$ cat config.mk
export PLATFORM = sky130hd
export DESIGN_NAME = can_accept_filter_irq_mask
export DESIGN_NICKNAME = d
export VERILOG_FILES = /design/src/core/can_accept_pkg.sv /design/src/core/can_accept_filter_irq_mask.sv
export SDC_FILE = /design/constraint.sdc
export NUM_CORES = 1
export LEC_CHECK = 0
export ABC_AREA = 1
export BUFFER_PORTS_ARGS = -buffer_cell sky130_fd_sc_hd__buf_2
export CAP_MARGIN = 20
export CORE_MARGIN = 2
export CORE_UTILIZATION = 35
export DETAILED_ROUTE_END_ITERATION = 10
export PLACE_DENSITY_LB_ADDON = 0.08
export RECOVER_POWER = 25
export SKIP_CTS_REPAIR_TIMING = 1
export SLEW_MARGIN = 5
export SYNTH_ARGS = -nofsm -noshare
export SYNTH_HDL_FRONTEND = slang
export SYNTH_SLANG_ARGS = --single-unit
$ cat constraint.sdc
create_clock -name sys_clk -period 6.2 [get_ports sys_clk]
set_clock_uncertainty 0.2 [all_clocks]
set_input_delay 1.86 -clock sys_clk [delete_from_list [all_inputs] [get_ports sys_clk]]
set_output_delay 1.86 -clock sys_clk [all_outputs]
set_load 0.05 [all_outputs]
$ cat src/core/can_accept_pkg.sv
// Constants and carrier types for the acceptance masking and level interrupt block.
// Assumes an Avalon-MM byte-addressed slave with 32-bit data.
package can_accept_pkg;

  localparam int ADDR_W = 8;
  localparam int DATA_W = 32;
  localparam int STD_ID_W = 11;
  localparam int EXT_ID_W = 29;
  localparam int LEVELS = 16;
  localparam int OBJ_LEVELS = 15;
  localparam int BUS_ERR_BIT = 15;

  // Register indices; byte address is four times the index
  localparam logic [5:0] IDX_STD_MASK = 6'h05;
  localparam logic [5:0] IDX_EXT_MASK = 6'h06;
  localparam logic [5:0] IDX_IRQ_EN = 6'h07;
  localparam logic [5:0] IDX_IRQ_PEND = 6'h08;

  // Reset values: zero mask bits demand an exact match
  localparam logic [STD_ID_W-1:0] STD_MASK_RST = 11'h000;
  localparam logic [EXT_ID_W-1:0] EXT_MASK_RST = 29'h0000000;
  localparam logic [LEVELS-1:0] IRQ_EN_RST = 16'h0000;
  localparam logic [LEVELS-1:0] IRQ_PEND_RST = 16'h0000;

  // One identifier comparison offered by the descriptor scanner
  typedef struct packed {
    logic ext;
    logic [EXT_ID_W-1:0] rx_id;
    logic [EXT_ID_W-1:0] desc_id;
  } id_cmp_s;

endpackage : can_accept_pkg

$ cat src/core/can_accept_filter_irq_mask.sv
// Global identifier acceptance masks and level interrupt gating.
// Assumes a descriptor scanner offering one comparison per cycle and one-cycle
// event pulses from the protocol engine, all synchronous to sys_clk.
`timescale 1ns/1ps
`default_nettype none

// Overview of operation
// - A global standard mask lets chosen bits of an 11-bit received identifier be ignored.
// - After reset the standard mask requires every standard identifier bit to match.
// - A global extended mask lets any of the 29 extended identifier bits be ignored.
// - After reset the extended mask requires every extended identifier bit to match.
// - Each mask is one copy shared by every receive descriptor.
// - The mask is applied to the bitwise difference of the received and descriptor identifiers.
// - A 16-bit enable word chooses which levels may interrupt the interpreter.
// - Enable bit n for n from 0 to 14 lets the object at level n+1 interrupt.
// - With an enable word of zero no object can interrupt.
// - Enable bit 15 gates interrupts from low-level bus errors.
module can_accept_filter_irq_mask (
  // Clock and reset
  input wire logic sys_clk,
  input wire logic rst_b,
  // Avalon-MM slave
  input wire logic [can_accept_pkg::ADDR_W-1:0] avs_address,
  input wire logic avs_read,
  input wire logic avs_write,
  input wire logic [can_accept_pkg::DATA_W-1:0] avs_writedata,
  input wire logic [3:0] avs_byteenable,
  output logic [can_accept_pkg::DATA_W-1:0] avs_readdata,
  output logic avs_waitrequest,
  // Identifier comparison
  input wire logic cmp_valid,
  input wire can_accept_pkg::id_cmp_s cmp_in,
  output logic cmp_done,
  output logic cmp_hit,
  // Events
  input wire logic [can_accept_pkg::OBJ_LEVELS-1:0] level_event,
  input wire logic bus_error,
  // Interrupt to the interpreter
  output logic irq
);

  logic [can_accept_pkg::STD_ID_W-1:0] std_mask_q;
  logic [can_accept_pkg::STD_ID_W-1:0] std_mask_d;
  logic [can_accept_pkg::EXT_ID_W-1:0] ext_mask_q;
  logic [can_accept_pkg::EXT_ID_W-1:0] ext_mask_d;
  logic [can_accept_pkg::LEVELS-1:0] en_q;
  logic [can_accept_pkg::LEVELS-1:0] en_d;
  logic [can_accept_pkg::LEVELS-1:0] pend_q;
  logic [can_accept_pkg::LEVELS-1:0] pend_d;
  logic [can_accept_pkg::DATA_W-1:0] rdata_q;
  logic [can_accept_pkg::DATA_W-1:0] rdata_d;
  logic wait_q;
  logic wait_d;
  logic done_q;
  logic done_d;
  logic hit_q;
  logic hit_d;
  logic irq_q;
  logic irq_d;
  logic req;
  logic bus_wr;
  logic [5:0] idx;
  logic aligned;
  logic [can_accept_pkg::DATA_W-1:0] be_mask;
  logic [can_accept_pkg::DATA_W-1:0] wr_bits;
  logic [can_accept_pkg::LEVELS-1:0] ev_set;
  logic [can_accept_pkg::EXT_ID_W-1:0] diff;

  assign req = avs_read | avs_write;
  assign idx = avs_address[7:2];
  assign aligned = (avs_address[1:0] == 2'h0);
  // Write lands only at the edge where waitrequest is seen low
  assign bus_wr = avs_write & ~wait_q & aligned;
  assign be_mask = {{8{avs_byteenable[3]}}, {8{avs_byteenable[2]}},
                    {8{avs_byteenable[1]}}, {8{avs_byteenable[0]}}};
  assign wr_bits = avs_writedata & be_mask;
  assign ev_set = {bus_error, level_event};

  // Bus handshake: one wait cycle, then a one-cycle answer
  always_comb
  begin
    wait_d = 1'b1;
    rdata_d = rdata_q;
    if (req && wait_q)
    begin
      wait_d = 1'b0;
      rdata_d = 32'h0000_0000;
      if (avs_read && aligned)
      begin
        unique case (idx)
          can_accept_pkg::IDX_STD_MASK: rdata_d[can_accept_pkg::STD_ID_W-1:0] = std_mask_q;
          can_accept_pkg::IDX_EXT_MASK: rdata_d[can_accept_pkg::EXT_ID_W-1:0] = ext_mask_q;
          can_accept_pkg::IDX_IRQ_EN: rdata_d[can_accept_pkg::LEVELS-1:0] = en_q;
          can_accept_pkg::IDX_IRQ_PEND: rdata_d[can_accept_pkg::LEVELS-1:0] = pend_q;
          default: rdata_d = 32'h0000_0000;
        endcase
      end
    end
  end

  always_ff @(posedge sys_clk)
  begin
    if (!rst_b)
    begin
      wait_q <= 1'b1;
      rdata_q <= 32'h0000_0000;
    end
    else
    begin
      wait_q <= wait_d;
      rdata_q <= rdata_d;
    end
  end

  // Configuration registers with byte-lane writes
  always_comb
  begin
    std_mask_d = std_mask_q;
    ext_mask_d = ext_mask_q;
    en_d = en_q;
    if (bus_wr && idx == can_accept_pkg::IDX_STD_MASK)
    begin
      std_mask_d = (std_mask_q & ~be_mask[10:0]) | wr_bits[10:0];
    end
    if (bus_wr && idx == can_accept_pkg::IDX_EXT_MASK)
    begin
      ext_mask_d = (ext_mask_q & ~be_mask[28:0]) | wr_bits[28:0];
    end
    if (bus_wr && idx == can_accept_pkg::IDX_IRQ_EN)
    begin
      en_d = (en_q & ~be_mask[15:0]) | wr_bits[15:0];
    end
  end

  always_ff @(posedge sys_clk)
  begin
    if (!rst_b)
    begin
      std_mask_q <= can_accept_pkg::STD_MASK_RST;
      ext_mask_q <= can_accept_pkg::EXT_MASK_RST;
      en_q <= can_accept_pkg::IRQ_EN_RST;
    end
    else
    begin
      std_mask_q <= std_mask_d;
      ext_mask_q <= ext_mask_d;
      en_q <= en_d;
    end
  end

  // Pending flags: write one to clear; a new event in the same cycle wins
  always_comb
  begin
    pend_d = pend_q;
    if (bus_wr && idx == can_accept_pkg::IDX_IRQ_PEND)
    begin
      pend_d = pend_q & ~wr_bits[15:0];
    end
    pend_d = pend_d | ev_set;
    // Computed from next values so irq lines up with pend_q and en_q
    irq_d = |(pend_d & en_d);
  end

  always_ff @(posedge sys_clk)
  begin
    if (!rst_b)
    begin
      pend_q <= can_accept_pkg::IRQ_PEND_RST;
      irq_q <= 1'b0;
    end
    else
    begin
      pend_q <= pend_d;
      irq_q <= irq_d;
    end
  end

  // Comparison: one shared mask pair for every descriptor, no per-descriptor copy
  always_comb
  begin
    diff = cmp_in.rx_id ^ cmp_in.desc_id;
    done_d = cmp_valid;
    hit_d = 1'b0;
    if (cmp_valid)
    begin
      if (cmp_in.ext)
      begin
        hit_d = ((diff & ~ext_mask_q) == 29'h0000000);
      end
      else
      begin
        hit_d = ((diff[10:0] & ~std_mask_q) == 11'h000);
      end
    end
  end

  always_ff @(posedge sys_clk)
  begin
    if (!rst_b)
    begin
      done_q <= 1'b0;
      hit_q <= 1'b0;
    end
    else
    begin
      done_q <= done_d;
      hit_q <= hit_d;
    end
  end

  assign avs_readdata = rdata_q;
  assign avs_waitrequest = wait_q;
  assign cmp_done = done_q;
  assign cmp_hit = hit_q;
  assign irq = irq_q;
endmodule : can_accept_filter_irq_mask

`default_nettype wire

# Word-level counts from Yosys, hierarchy flattened
# Cells that the tools add are included.
# W data, S select, Z words.
# totals
latch_bits	0
mem_bits_ro	0
ram_bits	0
inputBits	124
output_inout_bits	36
ff_bits	108
memories	0
wordCells	55
# op_classes
eq_ne	4
order_cmp	0
n_bitwise	23
add_sub_neg	0
n_div	0
multipliers	0
muxes	8
reduce_logical	11
n_shift	0
# op_table
op	n
$and A29 B29 Y29	3
$not A29 Y29	2
$and A16 B16 Y16	3
$pmux W11 S4	1
$mux W16	2
$not A16 Y16	2
$or A16 B16 Y16	2
$logic_not A29 Y1	1
$mux W29	1
$or A29 B29 Y29	1
$xor A29 B29 Y29	1
$and A11 B11 Y11	2
$not A11 Y11	2
$eq A6 B3 Y1 const B	3
$reduce_or A16 Y1	1
$pmux W5 S3	1
$mux W13	1
$logic_not A11 Y1	1
$or A11 B11 Y11	1
$eq A6 B4 Y1 const B	1
$logic_and A1 B1 Y1	6
$and A1 B1 Y1	2
$logic_not A2 Y1	1
$mux W1	2
3 further kinds	3

# Logic depth before layout (Yosys ltp)
# logic_depth
word_depth	8
depth_mapped	15
ltp_nobuf	15

# Worst setup path before layout
# No wires, ideal clock.
# synth_path
kind	input to register
from	in avs_address[7] (netlist name)
to	reg irq_q (netlist: irq)
arrival_ns	2.991
t_required_ns	5.872
setup_time_ns	0.128
stages	13
path_slack_ns	2.882
path_buffers	1
cell_sequence	nor2_2 nand3_2 nor2_4 buf_6 nand2_1 nand2_1 nand2_1 nand2_1 nand2_1 nor2_1 nand2_1 nor2_1 nor2_1
# synth_via
elab_chain_cells	6
elab_cells_between_ends	9
classes_between	2 x eq/ne; 2 x mux; 2 x bitwise; 3 x reduce/logical
# synth_rtl
element	line	rtl
start, declared	can_accept_filter_irq_mask.sv:23	input wire logic [can_accept_pkg::ADDR_W-1:0] avs_address,
$eq A6 B4 Y1	can_accept_filter_irq_mask.sv:155	if (bus_wr && idx == can_accept_pkg::IDX_IRQ_PEND)
$logic_and A1 B1 Y1	can_accept_filter_irq_mask.sv:155	
$mux W16	can_accept_filter_irq_mask.sv:155	
$or A16 B16 Y16	can_accept_filter_irq_mask.sv:159	pend_d = pend_d | ev_set;
$and A16 B16 Y16 (*)	can_accept_filter_irq_mask.sv:161	irq_d = |(pend_d & en_d);
$reduce_or A16 Y1 (*)	can_accept_filter_irq_mask.sv:161	
end signal, assigned	can_accept_filter_irq_mask.sv:174	irq_q <= irq_d;
end, declared	can_accept_filter_irq_mask.sv:58	logic irq_q;
# Every way passes the cells marked *; elsewhere a longest branch is shown, timed or not.
# A chain may end at the register's enable or synchronous reset.

==> impl_metrics.toml <==
[global_route]
grt_overflow = 0
top_usage_layer = "met2"
grt.total_usage_pct = 20.7
globalRouteMet3Util_pct = 2.66
use_met1_pct = 29.6
grt_util_met2_pct = 32.8
grt_start_max_net_pins = 50
grt_pass1_wl_mm = 26.1
antenna_found_initial = 0
grt_pass1_vias = 4835

[hold_path]
min-delay-path-class = "flip-flop to flip-flop"

[critical_path]
path_max_fanout = 31
crit_type = "input pin to flip-flop"
cp.required_ps = 6250
cp.arrival_ps = 4320
startpoint_type = "input pin"
critical_path.endpoint_type = "flip-flop"

[cts]
clk_latency_ps = 350
clock_sinks = 105
cts_buffers = 9
cts_tree = "yes"
clk_path_buf_depth = 2
clkTransAtPathRegs_ps = 80
cts-htree-levels = 3
root_buffer = "clkbuf_16"

[die]
core_um2 = 14600
fp.dieW_um = 126
die_h_um = 126
placementRows = 44
start_util_pct = 35.9
die-area_um2 = 16000
ios = 160

[sta]
fmax_ghz = 0.234
period_minus_slack_ps = 4270
setup_tns_ps = 0
maxSlewViolCount = 0
final_hold_viol_count = 0
final-setup-viol-count = 0
rsz0062_at_grt = "no"
tightest_slew_ps = 1170
relSlewSlack_pct = 22.2
post-route-period-util_pct = 68.9
fin_ws_ps = 1930

[final_layout]
antennaDiodeCount = 0
final_core_util_pct = 43.7
area.growth.synth_to_final_pct = 21.7
drive_gt1_share_pct = 16.8
fin_nets = 1048

[routing]
postRouteAntennaNets = 0
vias = 5389
wl_mm = 16.8
post-route-drc-count = 0
wire_per_inst_um = 15.1
vias_per_cell = 4.84
drt-pass1-iter-count = 5
drt_iter0_markers = 341

[placement]
portBuffers = 153
hpwl_mm = 12.5
gp_congestion = 0.791
post-place-ws_ps = 2070

[synthesis]
synthCells = 787
synth_compound_area_share_pct = 18.6
synthMuxAreaShare_pct = 0.191
synthAdderAreaFrac_pct = 0
syn_avg_cell_area_um2 = 6.66
synth_top_family_by_area = "simple AND/OR/NAND/NOR gates"
synth_xor_area_share_pct = 3.34
syn_area_um2 = 5240
ys_seq_area_share_pct = 40.1
synth_cell_type_count = 38
ys_ff_latch = 105
synth-simple-area-share_pct = 27.4
yosys_warnings = 0

[power_and_ir_drop]
power_mw = 1.44
p_leak_nw = 2.72
p_per_area_nw_per_um2 = 226
peakVddDrop_uv = 129

[flow_run]
cap_viol_max_count = 0

[status]
status = "complete, no violations"
final timing paths:
check | cells after the start | to | slack, ps | from
max | 4 | avs_readdata[28]$_SDFFE_PN0P_ | 1930 | rst_b
min | 2 | avs_readdata[19]$_SDFFE_PN0P_ | 260 | avs_readdata[19]$_SDFFE_PN0P_
max reg2reg | 7 | avs_readdata[23]$_SDFFE_PN0P_ | 3980 | avs_waitrequest$_SDFF_PN1_
min reg2reg | 2 | avs_readdata[19]$_SDFFE_PN0P_ | 260 | avs_readdata[19]$_SDFFE_PN0P_
cell families (layout without fill, tap and decap cells):
logic type                Yosys count  after routing
AOI/OAI and AO/OA                 179            179
xor gates and xnor gates           20             20
buffers and inverters             132            272
DFF                               105            105
muxes                               1              1
other                               1              3
and+or+nand+nor                   349            349
through the flow:
step / cells / hold slack, ps / cell area, um2
floorplan: 789 / 237 / 5250
global placement: 1097 / 254 / 6120
detailed placement: 1097 / 256 / 6120
CTS: 1113 / 267 / 6420
global route: 1113 / 287 / 6380
finish: 1113 / 264 / 6380
where the power goes:
part,leakage [nW],internal [mW],total (mW),switching (mW)
Clock,0.142,0.320,0.602,0.282
Sequential,0.851,0.682,0.687,0.00446
Combinational,1.73,0.0582,0.152,0.0937
area by class of cell:
type,count,area [um2]
fillers,1621,8210
multi-input cells,552,2610
flip-flops and latches,105,2100
repair buffers,159,771
inverters,97,364
well taps,184,230
clock buffers,10,229
clock inverters,6,73.8
cell usage after synthesis (all sizes together):
| library cell | count | area, um2 |
|---|---|---|
| buf | 13 | 95.1 |
| nand3 | 26 | 148 |
| nor3 | 2 | 15.0 |
| o21ai | 67 | 335 |
| a21oi | 86 | 430 |
| a21o | 1 | 7.51 |
| nand3b | 3 | 22.5 |
| a211oi | 2 | 15.0 |
| o221ai | 4 | 35.0 |
| o2111ai | 12 | 105 |
| and2 | 3 | 18.8 |
| xnor2 | 11 | 96.3 |
| nand2 | 254 | 956 |
| mux2i | 1 | 10.0 |
| dfxtp | 105 | 2100 |
| nor2 | 56 | 244 |
| o41ai | 1 | 8.76 |
| a31oi | 3 | 18.8 |
| or2 | 2 | 12.5 |
| inv | 96 | 360 |
| o22ai | 3 | 18.8 |
| clkinv | 1 | 3.75 |
| clkbuf | 22 | 82.6 |
| conb | 1 | 3.75 |
| xor2 | 9 | 78.8 |
| nand4 | 3 | 18.8 |
worst max-delay path, cell delays in order:
cell      delay [ps]
clkbuf_1         830
inv_1            800
or2_2            520
o41ai_1          290
layout by cell type (no fill, tap or decap), types with 4 or more instances in the layout:
master / instances
inv_1: 96
buf_2: 121
xor2_1: 9
nor2_2: 4
clkbuf_1: 33
buf_4: 6
clkbuf_16: 9
xnor2_1: 11
o2111ai_1: 12
o221ai_1: 4
nand3_1: 24
a21oi_1: 86
o21ai_1: 9
dfxtp_1: 105
o21ai_0: 57
nor2_1: 50
nand2_1: 253
routing by layer:
metal  share of wire, %  wire length (um)
met1                 48              8020
met2                 45              7500
met3                6.4              1070
met4                1.1               190
met5                  0                 0
No activity file was read; power rests on OpenSTA's default activity.
